===== src/hdl/fsi_pkg.sv =====
// Purpose: Constants and carriers for the framer status, mask and counter bank.
// Assumes: Registers sit at word index times four on an AXI4-Lite bus.
// Notes: Timer figures are in milliseconds; cycle counts derive from them.
package fsi_pkg;

	localparam logic [7:0] IDX_STATUS_ONE = 8'h20;
	localparam logic [7:0] IDX_STATUS_TWO = 8'h21;
	localparam logic [7:0] IDX_CV_HIGH = 8'h23;
	localparam logic [7:0] IDX_CV_LOW = 8'h24;
	localparam logic [7:0] IDX_PATH_HIGH = 8'h28;
	localparam logic [7:0] IDX_PATH_LOW = 8'h29;
	localparam logic [7:0] IDX_MOS_HIGH = 8'h2a;
	localparam logic [7:0] IDX_MOS_LOW = 8'h2b;
	localparam logic [7:0] IDX_CONTROL = 8'h30;
	localparam logic [7:0] IDX_MATCH_A = 8'h31;
	localparam logic [7:0] IDX_MATCH_B = 8'h32;
	localparam logic [7:0] IDX_ENABLE_TWO = 8'h6f;
	localparam logic [7:0] IDX_ENABLE_ONE = 8'h7f;

	// Event status two bit positions.
	localparam int ST2_RX_MF = 7;
	localparam int ST2_TX_MF = 6;
	localparam int ST2_SEC = 5;
	localparam int ST2_DL_FULL = 4;
	localparam int ST2_DL_EMPTY = 3;
	localparam int ST2_MATCH = 2;
	localparam int ST2_ABORT = 1;
	localparam int ST2_SIG = 0;

	// Control register bit positions.
	localparam int CTL_INTERVAL = 0;
	localparam int CTL_ZSUB = 1;
	localparam int CTL_EXZ = 2;

	localparam logic [7:0] ENABLE_ONE_RESET = 8'h00;
	localparam logic [7:0] ENABLE_TWO_RESET = 8'h00;
	localparam logic [2:0] CONTROL_RESET = 3'h0;

	localparam int SEC_SHORT_MS = 999;
	localparam int SEC_LONG_MS = 1002;
	localparam int INTERVAL_MS = 42;
	localparam int BLUE_WINDOW_MS = 3;
	localparam int BLUE_MAX_ZEROS = 5;
	localparam int ZERO_RUN_PLAIN = 16;
	localparam int ZERO_RUN_SUBST = 8;
	localparam int DL_ABORT_ONES = 8;

	localparam logic [1:0] RESP_OKAY = 2'h0;
	localparam logic [1:0] RESP_SLVERR = 2'h2;

	typedef struct packed {
		logic loop_up;
		logic loop_down;
		logic tx_clock_loss;
		logic slip;
		logic yellow;
		logic carrier_loss;
		logic sync_loss;
	} fsi_alarm_type;

	typedef struct packed {
		logic awvalid;
		logic [11:0] awaddr;
		logic wvalid;
		logic [31:0] wdata;
		logic [3:0] wstrb;
		logic bready;
		logic arvalid;
		logic [11:0] araddr;
		logic rready;
	} fsi_axi_req_type;

	typedef struct packed {
		logic awready;
		logic wready;
		logic bvalid;
		logic [1:0] bresp;
		logic arready;
		logic rvalid;
		logic [31:0] rdata;
		logic [1:0] rresp;
	} fsi_axi_rsp_type;

endpackage


===== src/hdl/fsi_status_bank.sv =====
// Purpose: Status flags, interrupt masks and error counters of one framer.
// Assumes: Event inputs come from framer logic on sys_clk_i; the receive
//          line clock is a pin and is synchronised before use.
// Notes: Registers are byte wide in the low bits of each 32-bit word.
//
// The AXI4-Lite register port was decided locally.
`timescale 1ns/1ps
module fsi_status_bank #(
	parameter int BITS_PER_MS = 1544,
	parameter int SIG_W = 24
) (
	// Clock and reset.
	input wire logic sys_clk_i,
	input wire logic arst_n_i,
	// Register bus.
	input wire fsi_pkg::fsi_axi_req_type axi_i,
	output fsi_pkg::fsi_axi_rsp_type axi_o,
	// Receive line clock pin.
	input wire logic rx_line_clk_i,
	// Receive line events; rx_bit_zero_i is qualified by rx_bit_valid_i, bpv_pulse_i is not.
	input wire logic rx_bit_valid_i,
	input wire logic rx_bit_zero_i,
	input wire logic bpv_pulse_i,
	input wire logic subst_word_i,
	// Framing error events.
	input wire logic path_error_i,
	input wire logic mf_out_of_sync_i,
	// Facility data link.
	input wire logic dl_bit_valid_i,
	input wire logic dl_bit_i,
	input wire logic tx_datalink_empty_i,
	// Multiframe and signalling.
	input wire logic rx_multiframe_i,
	input wire logic tx_multiframe_i,
	input wire logic sig_valid_i,
	input wire logic [SIG_W-1:0] sig_bits_i,
	// Line alarms.
	input wire fsi_pkg::fsi_alarm_type alarm_i,
	// Interrupt.
	output logic irq_o
);

	if (BITS_PER_MS < 2 || BITS_PER_MS > 65535 || SIG_W < 1) begin : g_bad
		$error("fsi_status_bank: unsupported parameter values.");
	end

	localparam logic [15:0] MS_BITS = 16'(BITS_PER_MS - 1);
	localparam logic [10:0] SEC_SHORT = 11'(fsi_pkg::SEC_SHORT_MS - 1);
	localparam logic [10:0] SEC_LONG = 11'(fsi_pkg::SEC_LONG_MS - 1);
	localparam logic [5:0] INTERVAL = 6'(fsi_pkg::INTERVAL_MS - 1);
	localparam logic [1:0] BLUE_WIN = 2'(fsi_pkg::BLUE_WINDOW_MS - 1);
	localparam logic [7:0] BLUE_MAX = 8'(fsi_pkg::BLUE_MAX_ZEROS);
	localparam logic [4:0] RUN_PLAIN = 5'(fsi_pkg::ZERO_RUN_PLAIN);
	localparam logic [4:0] RUN_SUBST = 5'(fsi_pkg::ZERO_RUN_SUBST);
	localparam logic [3:0] ABORT_ONES = 4'(fsi_pkg::DL_ABORT_ONES);
	localparam logic [15:0] MAX16 = 16'hffff;
	localparam logic [15:0] MAX12 = 16'h0fff;

	typedef struct packed {
		logic clk_s1;
		logic clk_s2;
		logic clk_prev;
		logic [15:0] bit_cnt;
		logic [10:0] ms_cnt;
		logic [1:0] sec_phase;
		logic [5:0] int_cnt;
		logic [1:0] blue_ms;
		logic [7:0] blue_zeros;
		logic blue;
		logic [4:0] zero_run;
		logic [15:0] cv_live;
		logic [15:0] cv_snap;
		logic [11:0] path_live;
		logic [11:0] path_snap;
		logic [11:0] mos_live;
		logic [11:0] mos_snap;
		logic [7:0] dl_shift;
		logic [2:0] dl_count;
		logic [3:0] dl_ones;
		logic sig_seen;
		logic [SIG_W-1:0] sig_prev;
		logic [7:0] status_one;
		logic [7:0] status_two;
		logic [7:0] en_one;
		logic [7:0] en_two;
		logic [2:0] ctrl;
		logic [7:0] match_a;
		logic [7:0] match_b;
		logic aw_have;
		logic [11:0] awaddr;
		logic w_have;
		logic [7:0] wdata;
		logic wstrb0;
		logic awready;
		logic wready;
		logic bvalid;
		logic [1:0] bresp;
		logic arready;
		logic rvalid;
		logic [31:0] rdata;
		logic [1:0] rresp;
		logic irq;
	} fsi_state_type;

	fsi_state_type s_q;
	fsi_state_type s_d;

	// Adds up to two events, stopping at the counter's ceiling.
	function automatic logic [15:0] sat_add(input logic [15:0] v,
			input logic [15:0] max, input logic [1:0] inc);
		logic [16:0] sum;
		sum = {1'b0, v} + {15'h0000, inc};
		if (sum > {1'b0, max}) begin
			return max;
		end
		return sum[15:0];
	endfunction

	// Decodes a byte address into a word index; upper bits must be clear.
	function automatic logic [8:0] word_index(input logic [11:0] addr);
		return {addr[11:10] != 2'h0, addr[9:2]};
	endfunction

	function automatic logic is_mapped(input logic [8:0] idx);
		if (idx[8]) begin
			return 1'b0;
		end
		unique case (idx[7:0])
			fsi_pkg::IDX_STATUS_ONE, fsi_pkg::IDX_STATUS_TWO,
			fsi_pkg::IDX_CV_HIGH, fsi_pkg::IDX_CV_LOW,
			fsi_pkg::IDX_PATH_HIGH, fsi_pkg::IDX_PATH_LOW,
			fsi_pkg::IDX_MOS_HIGH, fsi_pkg::IDX_MOS_LOW,
			fsi_pkg::IDX_CONTROL, fsi_pkg::IDX_MATCH_A,
			fsi_pkg::IDX_MATCH_B, fsi_pkg::IDX_ENABLE_TWO,
			fsi_pkg::IDX_ENABLE_ONE: return 1'b1;
			default: return 1'b0;
		endcase
	endfunction

	always_comb begin
		logic bit_tick;
		logic ms_tick;
		logic sec_tick;
		logic int_tick;
		logic upd;
		logic [1:0] cv_inc;
		logic [4:0] run_limit;
		logic [7:0] dl_byte;
		logic [7:0] st1_set;
		logic [7:0] st2_set;
		logic [8:0] ridx;
		logic [8:0] widx;
		logic [7:0] rbyte;
		logic rd_st1;
		logic rd_st2;
		bit_tick = 1'b0;
		ms_tick = 1'b0;
		sec_tick = 1'b0;
		int_tick = 1'b0;
		upd = 1'b0;
		cv_inc = 2'h0;
		run_limit = RUN_PLAIN;
		dl_byte = 8'h00;
		st1_set = 8'h00;
		st2_set = 8'h00;
		ridx = word_index(axi_i.araddr);
		widx = word_index(s_q.awaddr);
		rbyte = 8'h00;
		rd_st1 = 1'b0;
		rd_st2 = 1'b0;
		s_d = s_q;

		// Line clock timing: only the second stage feeds the edge detector.
		s_d.clk_s1 = rx_line_clk_i;
		s_d.clk_s2 = s_q.clk_s1;
		s_d.clk_prev = s_q.clk_s2;
		bit_tick = s_q.clk_s2 && !s_q.clk_prev;
		if (bit_tick) begin
			if (s_q.bit_cnt == MS_BITS) begin
				s_d.bit_cnt = 16'h0000;
				ms_tick = 1'b1;
			end else begin
				s_d.bit_cnt = s_q.bit_cnt + 16'h0001;
			end
		end
		if (ms_tick) begin
			if (s_q.ms_cnt == ((s_q.sec_phase == 2'h2) ? SEC_LONG
					: SEC_SHORT)) begin
				s_d.ms_cnt = 11'h000;
				sec_tick = 1'b1;
				s_d.sec_phase = (s_q.sec_phase == 2'h2) ? 2'h0
					: s_q.sec_phase + 2'h1;
			end else begin
				s_d.ms_cnt = s_q.ms_cnt + 11'h001;
			end
			if (s_q.int_cnt == INTERVAL) begin
				s_d.int_cnt = 6'h00;
				int_tick = 1'b1;
			end else begin
				s_d.int_cnt = s_q.int_cnt + 6'h01;
			end
		end
		upd = s_q.ctrl[fsi_pkg::CTL_INTERVAL] ? int_tick : sec_tick;

		// Blue alarm: unframed ones leave at most a few zeros per window,
		// while framing bits of a framed ones signal give many more.
		if (rx_bit_valid_i && rx_bit_zero_i && s_q.blue_zeros != 8'hff) begin
			s_d.blue_zeros = s_q.blue_zeros + 8'h01;
		end
		if (ms_tick) begin
			if (s_q.blue_ms == BLUE_WIN) begin
				s_d.blue_ms = 2'h0;
				s_d.blue = (s_d.blue_zeros <= BLUE_MAX);
				s_d.blue_zeros = 8'h00;
			end else begin
				s_d.blue_ms = s_q.blue_ms + 2'h1;
			end
		end

		// Code violations count regardless of sync state.
		run_limit = s_q.ctrl[fsi_pkg::CTL_ZSUB] ? RUN_SUBST : RUN_PLAIN;
		if (bpv_pulse_i && !(s_q.ctrl[fsi_pkg::CTL_ZSUB] && subst_word_i)) begin
			cv_inc = cv_inc + 2'h1;
		end
		if (rx_bit_valid_i) begin
			if (!rx_bit_zero_i || !s_q.ctrl[fsi_pkg::CTL_EXZ]) begin
				s_d.zero_run = 5'h00;
			end else if (s_q.zero_run + 5'h01 == run_limit) begin
				s_d.zero_run = 5'h00;
				cv_inc = cv_inc + 2'h1;
			end else begin
				s_d.zero_run = s_q.zero_run + 5'h01;
			end
		end

		// Snapshot on the interval or one-second boundary, as CTL_INTERVAL selects; the live count restarts
		// with this cycle's events so none are lost.
		if (upd) begin
			s_d.cv_snap = s_q.cv_live;
			s_d.path_snap = s_q.path_live;
			s_d.mos_snap = s_q.mos_live;
			s_d.cv_live = {14'h0000, cv_inc};
			s_d.path_live = {11'h000, path_error_i && !alarm_i.sync_loss};
			s_d.mos_live = {11'h000, mf_out_of_sync_i};
		end else begin
			s_d.cv_live = sat_add(s_q.cv_live, MAX16, cv_inc);
			s_d.path_live = 12'(sat_add({4'h0, s_q.path_live}, MAX12,
				{1'b0, path_error_i && !alarm_i.sync_loss}));
			s_d.mos_live = 12'(sat_add({4'h0, s_q.mos_live}, MAX12,
				{1'b0, mf_out_of_sync_i}));
		end

		// Facility data link receive byte assembly.
		if (dl_bit_valid_i) begin
			dl_byte = {s_q.dl_shift[6:0], dl_bit_i};
			s_d.dl_shift = dl_byte;
			s_d.dl_count = s_q.dl_count + 3'h1;
			if (s_q.dl_count == 3'h7) begin
				st2_set[fsi_pkg::ST2_DL_FULL] = 1'b1;
				if (dl_byte == s_q.match_a || dl_byte == s_q.match_b) begin
					st2_set[fsi_pkg::ST2_MATCH] = 1'b1;
				end
			end
			if (!dl_bit_i) begin
				s_d.dl_ones = 4'h0;
			end else if (s_q.dl_ones + 4'h1 == ABORT_ONES) begin
				s_d.dl_ones = 4'h0;
				st2_set[fsi_pkg::ST2_ABORT] = 1'b1;
			end else begin
				s_d.dl_ones = s_q.dl_ones + 4'h1;
			end
		end

		// The first valid sample only primes the reference.
		if (sig_valid_i) begin
			s_d.sig_seen = 1'b1;
			s_d.sig_prev = sig_bits_i;
			if (s_q.sig_seen && sig_bits_i != s_q.sig_prev) begin
				st2_set[fsi_pkg::ST2_SIG] = 1'b1;
			end
		end
		st2_set[fsi_pkg::ST2_RX_MF] = rx_multiframe_i;
		st2_set[fsi_pkg::ST2_TX_MF] = tx_multiframe_i;
		st2_set[fsi_pkg::ST2_SEC] = sec_tick;
		st2_set[fsi_pkg::ST2_DL_EMPTY] = tx_datalink_empty_i;
		st1_set = {alarm_i.loop_up, alarm_i.loop_down,
			alarm_i.tx_clock_loss, alarm_i.slip, s_q.blue,
			alarm_i.yellow, alarm_i.carrier_loss,
			alarm_i.sync_loss};

		// Write channel: address and data may arrive in either order.
		if (axi_i.awvalid && s_q.awready) begin
			s_d.aw_have = 1'b1;
			s_d.awaddr = axi_i.awaddr;
		end
		if (axi_i.wvalid && s_q.wready) begin
			s_d.w_have = 1'b1;
			s_d.wdata = axi_i.wdata[7:0];
			s_d.wstrb0 = axi_i.wstrb[0];
		end
		if (s_q.bvalid && axi_i.bready) begin
			s_d.bvalid = 1'b0;
		end
		if (s_q.aw_have && s_q.w_have && !s_q.bvalid) begin
			s_d.aw_have = 1'b0;
			s_d.w_have = 1'b0;
			s_d.bvalid = 1'b1;
			s_d.bresp = is_mapped(widx) ? fsi_pkg::RESP_OKAY
				: fsi_pkg::RESP_SLVERR;
			if (s_q.wstrb0 && !widx[8]) begin
				unique case (widx[7:0])
					fsi_pkg::IDX_ENABLE_ONE: s_d.en_one = s_q.wdata;
					fsi_pkg::IDX_ENABLE_TWO: s_d.en_two = s_q.wdata;
					fsi_pkg::IDX_CONTROL: s_d.ctrl = s_q.wdata[2:0];
					fsi_pkg::IDX_MATCH_A: s_d.match_a = s_q.wdata;
					fsi_pkg::IDX_MATCH_B: s_d.match_b = s_q.wdata;
					default: s_d.ctrl = s_q.ctrl;
				endcase
			end
		end
		s_d.awready = !s_d.aw_have;
		s_d.wready = !s_d.w_have;

		// Read channel: one read at a time, answered the next cycle.
		if (s_q.rvalid && axi_i.rready) begin
			s_d.rvalid = 1'b0;
		end
		if (axi_i.arvalid && s_q.arready) begin
			if (!ridx[8]) begin
				unique case (ridx[7:0])
					fsi_pkg::IDX_STATUS_ONE: begin
						rbyte = s_q.status_one;
						rd_st1 = 1'b1;
					end
					fsi_pkg::IDX_STATUS_TWO: begin
						rbyte = s_q.status_two;
						rd_st2 = 1'b1;
					end
					fsi_pkg::IDX_CV_HIGH: rbyte = s_q.cv_snap[15:8];
					fsi_pkg::IDX_CV_LOW: rbyte = s_q.cv_snap[7:0];
					fsi_pkg::IDX_PATH_HIGH: rbyte = {4'h0, s_q.path_snap[11:8]};
					fsi_pkg::IDX_PATH_LOW: rbyte = s_q.path_snap[7:0];
					fsi_pkg::IDX_MOS_HIGH: rbyte = {4'h0, s_q.mos_snap[11:8]};
					fsi_pkg::IDX_MOS_LOW: rbyte = s_q.mos_snap[7:0];
					fsi_pkg::IDX_CONTROL: rbyte = {5'h00, s_q.ctrl};
					fsi_pkg::IDX_MATCH_A: rbyte = s_q.match_a;
					fsi_pkg::IDX_MATCH_B: rbyte = s_q.match_b;
					fsi_pkg::IDX_ENABLE_TWO: rbyte = s_q.en_two;
					fsi_pkg::IDX_ENABLE_ONE: rbyte = s_q.en_one;
					default: rbyte = 8'h00;
				endcase
			end
			s_d.rvalid = 1'b1;
			s_d.rdata = {24'h000000, rbyte};
			s_d.rresp = is_mapped(ridx) ? fsi_pkg::RESP_OKAY
				: fsi_pkg::RESP_SLVERR;
		end
		s_d.arready = !s_d.rvalid;

		// Flags clear on read, but a new event in the same cycle wins.
		s_d.status_one = (rd_st1 ? 8'h00 : s_q.status_one) | st1_set;
		s_d.status_two = (rd_st2 ? 8'h00 : s_q.status_two) | st2_set;
		s_d.irq = |((s_d.status_one & s_d.en_one)
			| (s_d.status_two & s_d.en_two));
	end

	always_ff @(posedge sys_clk_i or negedge arst_n_i) begin
		if (!arst_n_i) begin
			s_q <= '0;
			s_q.en_one <= fsi_pkg::ENABLE_ONE_RESET;
			s_q.en_two <= fsi_pkg::ENABLE_TWO_RESET;
			s_q.ctrl <= fsi_pkg::CONTROL_RESET;
			s_q.awready <= 1'b1;
			s_q.wready <= 1'b1;
			s_q.arready <= 1'b1;
		end else begin
			s_q <= s_d;
		end
	end

	assign axi_o.awready = s_q.awready;
	assign axi_o.wready = s_q.wready;
	assign axi_o.bvalid = s_q.bvalid;
	assign axi_o.bresp = s_q.bresp;
	assign axi_o.arready = s_q.arready;
	assign axi_o.rvalid = s_q.rvalid;
	assign axi_o.rdata = s_q.rdata;
	assign axi_o.rresp = s_q.rresp;
	assign irq_o = s_q.irq;

endmodule // fsi_status_bank


===== config.mk =====
export PLATFORM = sky130hd
export DESIGN_NAME = fsi_status_bank
export DESIGN_NICKNAME = d
export VERILOG_FILES = /design/src/hdl/fsi_pkg.sv /design/src/hdl/fsi_status_bank.sv
export SDC_FILE = /design/constraint.sdc
export NUM_CORES = 1
export LEC_CHECK = 0
export ABC_AREA = 1
export BUFFER_PORTS_ARGS = -buffer_cell sky130_fd_sc_hd__buf_4
export CAP_MARGIN = 5
export CORE_UTILIZATION = 60
export CTS_CLUSTER_DIAMETER = 80
export DETAILED_ROUTE_END_ITERATION = 10
export MAX_ROUTING_LAYER = met4
export PLACE_DENSITY = 0.92
export SLEW_MARGIN = 40
export SYNTH_ARGS = -nofsm -noshare
export SYNTH_HDL_FRONTEND = slang
export SYNTH_SLANG_ARGS = --single-unit

===== constraint.sdc =====
create_clock -name sys_clk_i -period 9.3 [get_ports sys_clk_i]
set_input_delay 0.93 -clock sys_clk_i [delete_from_list [all_inputs] [get_ports sys_clk_i]]
set_output_delay 0.93 -clock sys_clk_i [all_outputs]
set_load 0.05 [all_outputs]

# After elaboration in Yosys (flattened, before gate mapping)
# Cells that the tools add are included.
# totals
register_bits,265
inputBits,111
out_inout_bits,42
elab_cells,228
# op_classes
addsub,13
n_lt_le_gt_ge,4
n_eq_ne,38
mux,87
bitwise_logic,5
reduce_logical,38
# op_table
operator,n
"equality test 8 x 6 -> 1 bit, second input constant",22
one-hot mux 8 bit (13 select lines),1
2-to-1 mux 12 bit,6
2-to-1 mux 35 bit,2
2-to-1 mux 16 bit,4
2-to-1 mux 8 bit,8
2-to-1 mux 1 bit,43
2-to-1 mux 36 bit,1
"equality test 8 x 7 -> 1 bit, second input constant",4
adder 12 x 1 -> 13 bit,2
"> comparator 13 x 12 -> 1 bit, second input constant",2
OR reduction 13 bit,2
!= test 24 bit,1
bitwise OR 8 bit,3
2-to-1 mux 9 bit,2
adder 16 x 2 -> 17 bit,1
"> comparator 17 x 16 -> 1 bit, second input constant",1
"adder 16 x 1 -> 16 bit, second input constant",1
AND 8 bit,2
"equality test 16 x 11 -> 1 bit, second input constant",1
equality test 8 bit,2
2-to-1 mux 2 bit,8
logical AND 1 bit,15
2-to-1 mux 5 bit,3
other kinds (27),48

# Depth between registers and ports, before layout
# Gate-level depths: netlist (run 1).
# logic_depth
ltp_word,14
mapped_depth,20
depth_no_buf,20

# Least setup slack after synthesis (run 1)
# No wires, ideal clock.
# synth_path
kind,reg2reg
from,register s_q[236] (netlist name)
to,register s_q[223] (netlist name)
setup_time_ps,137
t_arrival_ps,3022
required_ps,9163
slack_ps,6141
path_stages_with_launch,20
path_buffers,1
synth_period_minus_slack_ps,3159
path_cell_list,dfrtp_1 ha_1 nand2_1 nor2_1 xor2_1 o211ai_1 inv_1 ha_1 nand2_1 and2_1 inv_1 ha_1 fa_1 nand2_1 nor3_2 nand4_1 inv_1 nand4_1 clkbuf_1 a21oi_1
# synth_lines
element,line,text
"start, declared",fsi_status_bank.sv:105,fsi_state_type s_q;

==> impl_metrics.ini, run 1 <==
[placement]
dp_slack_ns = 5.50
post-dp-hpwl_um = 23100
gp_congestion = 1.00
io_buffers = 95
placed_cells = 1966

[flow_run]
max-cap-violations = 0

[finish]
area_delta_synth_final_pct = 12.4
final_cells = 2015
final_nets = 1849
drive_gt1_share_pct = 10.5
n_antenna_cell = 0
nFillCells = 1606

[synth]
synthAdderAreaFrac_pct = 1.76
synth-main-ff-cell = dfrtp_1
synth_edf_count = 0
avgSynthCellArea_um2 = 8.09
synth_seq_cells = 261
async_flop_share_pct = 100
syn_inst = 1636
netlist_top_cells_area = dfrtp_1, nand2_1, inv_1
synth_area_mm2 = 0.0132
yosys-mux-area-fraction_pct = 0
synth-compound-area-share_pct = 10.2
synth_common_cells = nand2_1, dfrtp_1, inv_1
synth_most_common_cell = nand2_1
synth.yosys.seq_area_share_pct = 49.4
yosys.area_share.simple_pct = 23.9
synth_top_area_share_pct = 48.8
yosys.cell_types.count = 52
synthXorXnorAreaFrac_pct = 4.77
yosysWarnings = 0
synth_top_family_by_area = simple AND/OR/NAND/NOR gates
yosys.area.top_type = dfrtp_1

[drt]
wl_met1_um = 13500
drt_wl_total_um = 31900
drtIter0Drc = 1012
dr_total_vias = 11172
drtAntennaViolNets = 0
wl_met3_um = 2070
met2_length_um = 15100
route.detailed.drc = 0
via_per_inst = 5.54
drt_first_pass_iters = 5
routed.top_layer = met4
avgRoutedWirePerCell_um = 15.8

[worst_setup_path]
crit_end = s_q[221]
critPathLaunchType = flop
rr_endpoint = s_q[221]
reg2reg_from = s_q[237]
arrival_ns = 4.45
crit_path_end_kind = flop
r2r_cells = 19
criticalPathCategory = flop to flop
cp_max_fo = 5
r2r_slack_ns = 5.31
crit_start = s_q[237]
cp.required_ns = 9.76

[grt]
grt_max_degree = 99
grt_pass1_vias = 10731
antenna_found_initial = 0
grt_pass1_wl_um = 52000
grt.total_usage_pct = 30.1
grt-ovfl-total = 0

[timing]
setup_slack_ns = 5.31
finalSetupTns_ns = 0
report.final.slew_viol_count = 0
timing.fmax_mhz = 251
period_needed_ns = 3.99
final.period_utilization_pct = 42.9
setup_violations = 0
skew_ns = 0.0171
hold_viol = 0
whs_ns = 0.355
worst_pin_slew_ns = 0.805
rsz0062_at_grt = no
relSlewSlack_pct = 45.8

[floorplan]
fp.coreArea_mm2 = 0.0213
io_pins = 153
die-area_mm2 = 0.0226
start_util_pct = 62.1
die_y_um = 150
die_x_um = 150
rows = 53

[clock_network]
cts_root_buf = clkbuf_16
cts_setup_buffers = 0
cts_buffers = 27
htreeDepth = 1
clkTransAtPathRegs_ns = 0.06
cts.sinks = 261
ctsHoldBuffers = 0
tritoncts = done
clk_latency_ns = 0.54
cts_repair_resize_count = 0
cts.path.max_buffers = 3

[power]
cellLeakagePower_uw = 0.00729
total_power_uw = 3160
ir_worst_vdd_uv = 266
power-per-cell-area_mw_per_mm2 = 212

[outcome]
status = completed

[min_path]
holdCritPathClass = flop to flop
==> how the worst min path moves through the flow <==
stage,start,end,slack (ns),cells past startpoint
4_1_cts,s_d[288],s_d[287],0.36,0
3_3_place_gp,s_d[288],s_d[287],0.33,0
3_5_place_dp,s_d[288],s_d[287],0.35,0
6_report,s_d[288],s_d[287],0.35,0
2_1_floorplan,s_d[288],s_d[287],0.33,0
5_1_grt,s_d[288],s_d[287],0.36,0
==> sequential cells by signal, indices dropped and copies added, names as in the netlist <==
| name | flops |
|---|---|
| axi_o | 15 |
| s_d | 2 |
| irq_o | 1 |
| s_q | 243 |
==> cell usage in the layout (no fill, tap or decap), drive strengths merged, types with 37 or more instances in the layout <==
master / synthesis / routed
dfrtp: 258 / 258
a21oi: 56 / 56
clkbuf: 13 / 37
nor2: 147 / 147
inv: 219 / 221
nand2: 440 / 440
xnor2: 45 / 45
o21ai: 151 / 151
nand3: 88 / 88
buf: 57 / 100
==> report_power, final <==
part           internal (µW)  leakage (µW)  total (µW)  switching, µW
logic                    219       0.00352         622            403
clock network            635      0.000435        1080            446
registers               1310       0.00333        1450            146
total                   2160       0.00729        3160            995
==> logic make-up (layout without fill, tap and decap cells) <==
kind of cell / after synthesis / after routing
compound gates: 249 / 249
other cells: 1 / 26
buf+inv: 292 / 371
flops: 261 / 261
simple gates: 743 / 743
xor+xnor: 72 / 72
fa+ha+maj: 18 / 18
==> layer usage <==
| layer | global-route usage (%) | up-vias |
|---|---|---|
| li1 | - | 5293 |
| met1 | 39.6 | 5343 |
| met2 | 48.8 | 452 |
| met3 | 3.33 | 84 |
| met4 | 10.4 | 0 |
| met5 | - | - |
==> area by class of cell <==
class / count / area, µm² / area share (%)
Clock buffer: 37 / 733 / 4.93
Clock inverter: 12 / 143 / 0.959
Inverter: 222 / 835 / 5.61
Multi-Input combinational cell: 1108 / 5480 / 36.8
Sequential cell: 261 / 6540 / 43.9
Tap cell: 275 / 344 / 2.31
Timing Repair Buffer: 100 / 810 / 5.44
==> stage by stage <==
stage,cell area (µm²),util (%)
finish,14900,69.9
global route,14900,69.9
CTS,14900,69.8
detailed placement,14000,65.7
global placement,13900,65.5
floorplan,13300,-
==> critical path: stages (launching register included) <==
cell and delay, ns:
dfrtp_1 0.39, ha_1 0.19, nand2_1 0.08, nor2_1 0.13, xor2_1 0.25, o21ai_0 0.12
o211ai_1 0.21, inv_1 0.08, ha_1 0.28, nand2_1 0.04, and2_1 0.18, inv_1 0.05
ha_1 0.19, fa_1 0.22, nand2_1 0.12, nor3_2 0.30, nand2_1 0.11, nor4_1 0.63
o21ai_0 0.20, o21ai_1 0.13
(Power assumes the default switching activity.)
==> run 2, diff against run 1 <==
- ABC_AREA: 1 -> 0
- CORE_UTILIZATION: 60 -> 53
- PLACE_DENSITY: 0.92 -> 0.87
- clock period: 9.3 -> 3.5 ns (I/O delays scaled with it)
==> run 2 against run 1 <==
- power rose to 2.7 times the previous value
- critical path type unchanged
- critical endpoint unchanged
- critical path depth fell by 5
- synthesized cell count fell by 30%
==> impl_metrics.ini, run 2 <==
[outcome]
status = completed

[drt]
drtIter0Drc = 888
avgRoutedWirePerCell_um = 18.3
dr_total_vias = 9258
route.detailed.drc = 0
drt_wl_total_um = 28800
drt_first_pass_iters = 7
drtAntennaViolNets = 0
via_per_inst = 5.88

[floorplan]
die_x_um = 158
start_util_pct = 54.5
io_pins = 153
die-area_mm2 = 0.0249
rows = 56
fp.coreArea_mm2 = 0.0236
die_y_um = 158

[clock_network]
cts.sinks = 261
clkTransAtPathRegs_ns = 0.06
cts_setup_buffers = 0
clk_latency_ns = 0.54
cts.path.max_buffers = 3
cts_buffers = 28
tritoncts = done
cts_root_buf = clkbuf_16
htreeDepth = 1

[worst_setup_path]
critPathLaunchType = flop
criticalPathCategory = flop to flop
rr_endpoint = s_q[221]
cp.required_ns = 3.92
r2r_cells = 14
r2r_slack_ns = 0.29
crit_path_end_kind = flop
cp_max_fo = 4
reg2reg_from = s_q[82]
arrival_ns = 3.63

[timing]
rsz0062_at_grt = no
finalSetupTns_ns = 0
hold_viol = 0
worst_pin_slew_ns = 0.722
report.final.slew_viol_count = 0
relSlewSlack_pct = 51.6
setup_slack_ns = 0.287
setup_violations = 0
period_needed_ns = 3.21
final.period_utilization_pct = 91.8
skew_ns = 0.00882
timing.fmax_mhz = 311

[min_path]
holdCritPathClass = primary input to flop
hold_end = s_q[106]
hold_depth = 3
hold_start = tx_multiframe_i

[grt]
grt.total_usage_pct = 24.2
grt-ovfl-total = 0
grt_pass1_vias = 8939
antenna_found_initial = 0
grt_max_degree = 96
grt_pass1_wl_um = 46100

[synth]
synth_most_common_cell = dfrtp_1
yosys-mux-area-fraction_pct = 12.6
yosys.area.top_type = dfrtp_1
avgSynthCellArea_um2 = 11.2
yosys.cell_types.count = 83
synth-compound-area-share_pct = 8.98
synth.yosys.seq_area_share_pct = 50.8
async_flop_share_pct = 100
synth_edf_count = 0
synth-main-ff-cell = dfrtp_1
synthXorXnorAreaFrac_pct = 6.40
yosysWarnings = 0
netlist_top_cells_area = dfrtp_1, mux2_1, mux2_2
syn_inst = 1150
synth_seq_cells = 261
synth_top_family_by_area = simple AND/OR/NAND/NOR gates
yosys.area_share.simple_pct = 14.1
synthAdderAreaFrac_pct = 1.81
synth_area_mm2 = 0.0129
synth_common_cells = dfrtp_1, nand2_1, mux2_1
synth_top_area_share_pct = 50.2

[power]
power-per-cell-area_mw_per_mm2 = 573
ir_worst_vdd_uv = 338
total_power_uw = 8400
cellLeakagePower_uw = 0.00683

[finish]
final_nets = 1364
drive_gt1_share_pct = 17.9
final-seq-area_mm2 = 0.00654
final_common_cell = dfrtp_1
mostFrequentLayoutCells = dfrtp_1, nand2_1, buf_4
multiInputGateArea_mm2 = 0.00576
largest_reg_flops = 243
top_register = s_q
n_antenna_cell = 0
final_cells = 1575
area_delta_synth_final_pct = 13.8
nFillCells = 1795

[placement]
dp_slack_ns = 0.361
gp_congestion = 0.948
io_buffers = 95
post-dp-hpwl_um = 20100
placed_cells = 1521

[flow_run]
max-cap-violations = 0
## run 2: cell types whose count changed in the layout (fill, tap and decap cells not counted), sizes merged, moves of 16 or more
| cell | previous run | this run |
|---|---|---|
| nand2 | 440 | 103 |
| mux2i | 0 | 29 |
| and3 | 4 | 20 |
| nor2 | 147 | 41 |
| nand3 | 88 | 45 |
| o21ai | 151 | 49 |
| xor2 | 27 | 50 |
| inv | 221 | 44 |
| mux2 | 0 | 116 |
## run 2: per-layer routing
layer	global-route usage (%)	routed length [µm]
met5	-	0
met4	8.60	1010
met3	3.86	2160
met2	38.5	13700
met1	31.4	12000
## run 2: kinds of logic after synthesis
logic type,after synthesis
buf+inv,119
other cells,1
fa+ha+maj,18
simple gates,333
flops,261
compound gates,178
xor+xnor,94
mux,146
## run 2: report_power, final
part	total, µW	internal [µW]	switching [µW]
clock	3060	1850	1220
combinational	1360	656	708
sequential	3970	3450	521
total	8400	5950	2440
## run 2: worst max path at each step
stage,end,slack (ns),from
2_1_floorplan,s_q[224],0.57,s_q[82]
3_3_place_gp,s_q[221],0.43,s_q[82]
3_5_place_dp,s_q[221],0.36,s_q[82]
4_1_cts,s_q[221],0.29,s_q[82]
5_1_grt,s_q[221],0.04,s_q[82]
6_report,s_q[221],0.29,s_q[82]
## run 2: final cells by class
cell class              count  share of cell area, %
clock inverters            10                  0.948
clock buffers              41                   5.60
multi-input cells         795                   39.3
flip-flops and latches    261                   44.6
well taps                 319                   2.72
inverters                  42                   1.08
repair buffers            107                   5.76
## run 2: worst max-delay path, cell delays in order, from the launching register on
cell	delay, ns
dfrtp_1	0.44
xnor2_1	0.18
or3_1	0.36
a21oi_1	0.19
ha_1	0.27
nand2_1	0.06
nand2_1	0.06
ha_1	0.21
fa_1	0.44
nand2_1	0.13
nor2_1	0.07
and2_1	0.17
nand4_1	0.15
nand2b_1	0.07
mux2_1	0.29
## run 2: per-stage QoR
stage | util (%) | hold WS [ns] | instance area, µm²
floorplan | - | 0.0544 | 13000
global placement | 57.8 | 0.334 | 13700
detailed placement | 57.8 | 0.335 | 13700
CTS | 62.0 | 0.00421 | 14600
global route | 62.0 | 0.00881 | 14700
finish | 62.0 | 0.0155 | 14700
## run 2: what timing repair did
| action | in CTS | in global routing |
|---|---|---|
| hold buffers | 3 | 0 |
| endpoints found under the hold margin | 94 | 0 |
| gates resized for setup | 0 | 0 |
==> run 3, diff against run 2 <==
- ABC_CLOCK_PERIOD_IN_PS: default -> 3500
- BUFFER_PORTS_ARGS: -buffer_cell sky130_fd_sc_hd__buf_4 -> -buffer_cell sky130_fd_sc_hd__buf_2
- SLEW_MARGIN: 40 -> 0
==> run 3 against run 2 <==
- clock power grew 6%
- register-to-register slack is essentially flat
- fmax grew 0.37%
- sequential power is essentially flat
- global-route usage shrank 0.26 points
- hold slack gained 0.010 ns
- core utilization shrank 0.65 points
- clock skew grew 0.0074 ns
- final cell count grew 0.32%
- critical endpoint unchanged
- largest cell class unchanged
==> impl_metrics.ini, run 3 (synthesis gave the netlist of run 2 again) <==
[outcome]
status = completed

[worst_setup_path]
cp_slowest_stage_delay_ns = 0.44
cp_common_cell = nand2_1
criticalPathCategory = flop to flop
r2r_cells = 14
crit_path_end_kind = flop
critPathLaunchType = flop
cp_max_fo = 4
crit_chain = xnor2_1, or3_1, a21oi_1, ha_1, nand2_1, nand2_1, ha_1, fa_1, nand2_1, nor2_1, and2_1, nand4_1, nand2b_1, mux2_1
arrival_ns = 3.62
cp.required_ns = 3.92
crit_path_top_delay_cell = fa_1

[finish]
drive_gt1_share_pct = 18.6
final-seq-area_mm2 = 0.00654
nFillCells = 1831
largest_reg_flops = 243
final_cells = 1580
fin_area_mm2 = 0.0145
multiInputGateArea_mm2 = 0.00575
final_nets = 1368
n_antenna_cell = 0
final_common_cell = dfrtp_1
area_delta_synth_final_pct = 12.6
mostFrequentLayoutCells = dfrtp_1, nand2_1, buf_2
top_register = s_q

[clock_network]
cts.path.max_buffers = 3
tritoncts = done
cts_repair_resize_count = 0
htreeDepth = 1
clkTransAtPathRegs_ns = 0.06
cts.sinks = 261
cts_buffers = 29
cts_root_buf = clkbuf_16
clk_latency_ns = 0.54

[floorplan]
start_util_pct = 54.5
die_y_um = 158
fp.coreArea_mm2 = 0.0236
die-area_mm2 = 0.0249
rows = 56
die_x_um = 158
io_pins = 153

[min_path]
hold_depth = 3
holdCritPathClass = primary input to flop

[timing]
setup_violations = 0
whs_ns = 0.0259
relSlewSlack_pct = 43.7
period_needed_ns = 3.20
report.final.slew_viol_count = 0
rsz0062_at_grt = no
final.period_utilization_pct = 91.5
hold_viol = 0
worst_pin_slew_ns = 0.839
finalSetupTns_ns = 0
timing.fmax_mhz = 312
skew_ns = 0.0162

[drt]
avgRoutedWirePerCell_um = 18.0
drtAntennaViolNets = 0
drt_first_pass_iters = 7
drtIter0Drc = 666
via_per_inst = 5.84
dr_total_vias = 9232
route.detailed.drc = 0
drt_wl_total_um = 28400

[placement]
post-dp-hpwl_um = 20200
place_area_mm2 = 0.0134
placed_cells = 1523
io_buffers = 95
gp_congestion = 0.948

[grt]
grt_pass1_vias = 9026
antenna_found_initial = 0
grt_max_degree = 97
grt_pass1_wl_um = 45600
grt.total_usage_pct = 23.9
grt-ovfl-total = 0

[power]
cellLeakagePower_uw = 0.00682
ir_worst_vdd_uv = 551
power-per-cell-area_mw_per_mm2 = 587

[flow_run]
max-cap-violations = 0
run 3: changes by cell type in the layout (fill, tap and decap cells not counted):
cell           delta
bufinv_16         +2
nor3_2            -1
buf_12            -1
dlygate4sd3_1     +1
buf_4            -91
buf_2            +94
clkinv_4          +2
clkbuf_1          -6
clkinv_2          +4
nor3_1            +1
run 3: cell type report:
type	count	area share, %
sequential	261	45.1
multi-input combinational	795	39.7
clock buffer	35	5.51
timing repair buffer	110	4.28
tap	319	2.75
clock inverter	18	1.63
inverter	42	1.09
run 3: critical path, delay by kind of cell, from the launching register on:
kind	cells	cell delay, ns
multiplexers	1	0.29
adder cells (fa/ha/maj)	3	0.91
flip-flops	1	0.43
XOR/XNOR	1	0.16
AND/OR/NAND/NOR	8	1.09
AO/OA/AOI/OAI	1	0.18
run 3: what timing repair did:
item,in CTS,in global routing
endpoints found under the hold margin,95,0
setup buffers,0,0
hold buffers,4,0
run 3: final timing paths:
| kind | start | to | slack [ns] |
|---|---|---|---|
| min in group asynchronous | arst_n_i | s_q[164] | 0.41 |
| max in group asynchronous | arst_n_i | s_q[286] | 1.99 |
| max | s_q[82] | s_q[221] | 0.30 |
| min | alarm_i[5] | s_q[114] | 0.03 |
| max reg2reg | s_q[82] | s_q[221] | 0.30 |
| min reg2reg | s_d[288] | s_d[287] | 0.35 |
run 3: where the power goes:
part | switching, µW | total, µW | internal [µW]
Clock | 1250 | 3240 | 2000
Sequential | 495 | 3940 | 3450
Combinational | 706 | 1320 | 616
run 3: per-stage QoR:
step,util [%],worst slack [ns],power [µW]
floorplan,-,0.572,4890
global placement,56.9,0.433,5200
detailed placement,56.9,0.326,5290
global route,61.4,0.0382,8880
finish,61.4,0.299,8510
CTS,61.4,0.289,8560
run 3: per-layer routing:
| metal | GRT usage, % | part of all wire, % |
|---|---|---|
| met5 | - | 0 |
| met4 | 6.43 | 2.6 |
| met3 | 3.72 | 7.2 |
| met2 | 39.2 | 48 |
| met1 | 30.9 | 42 |
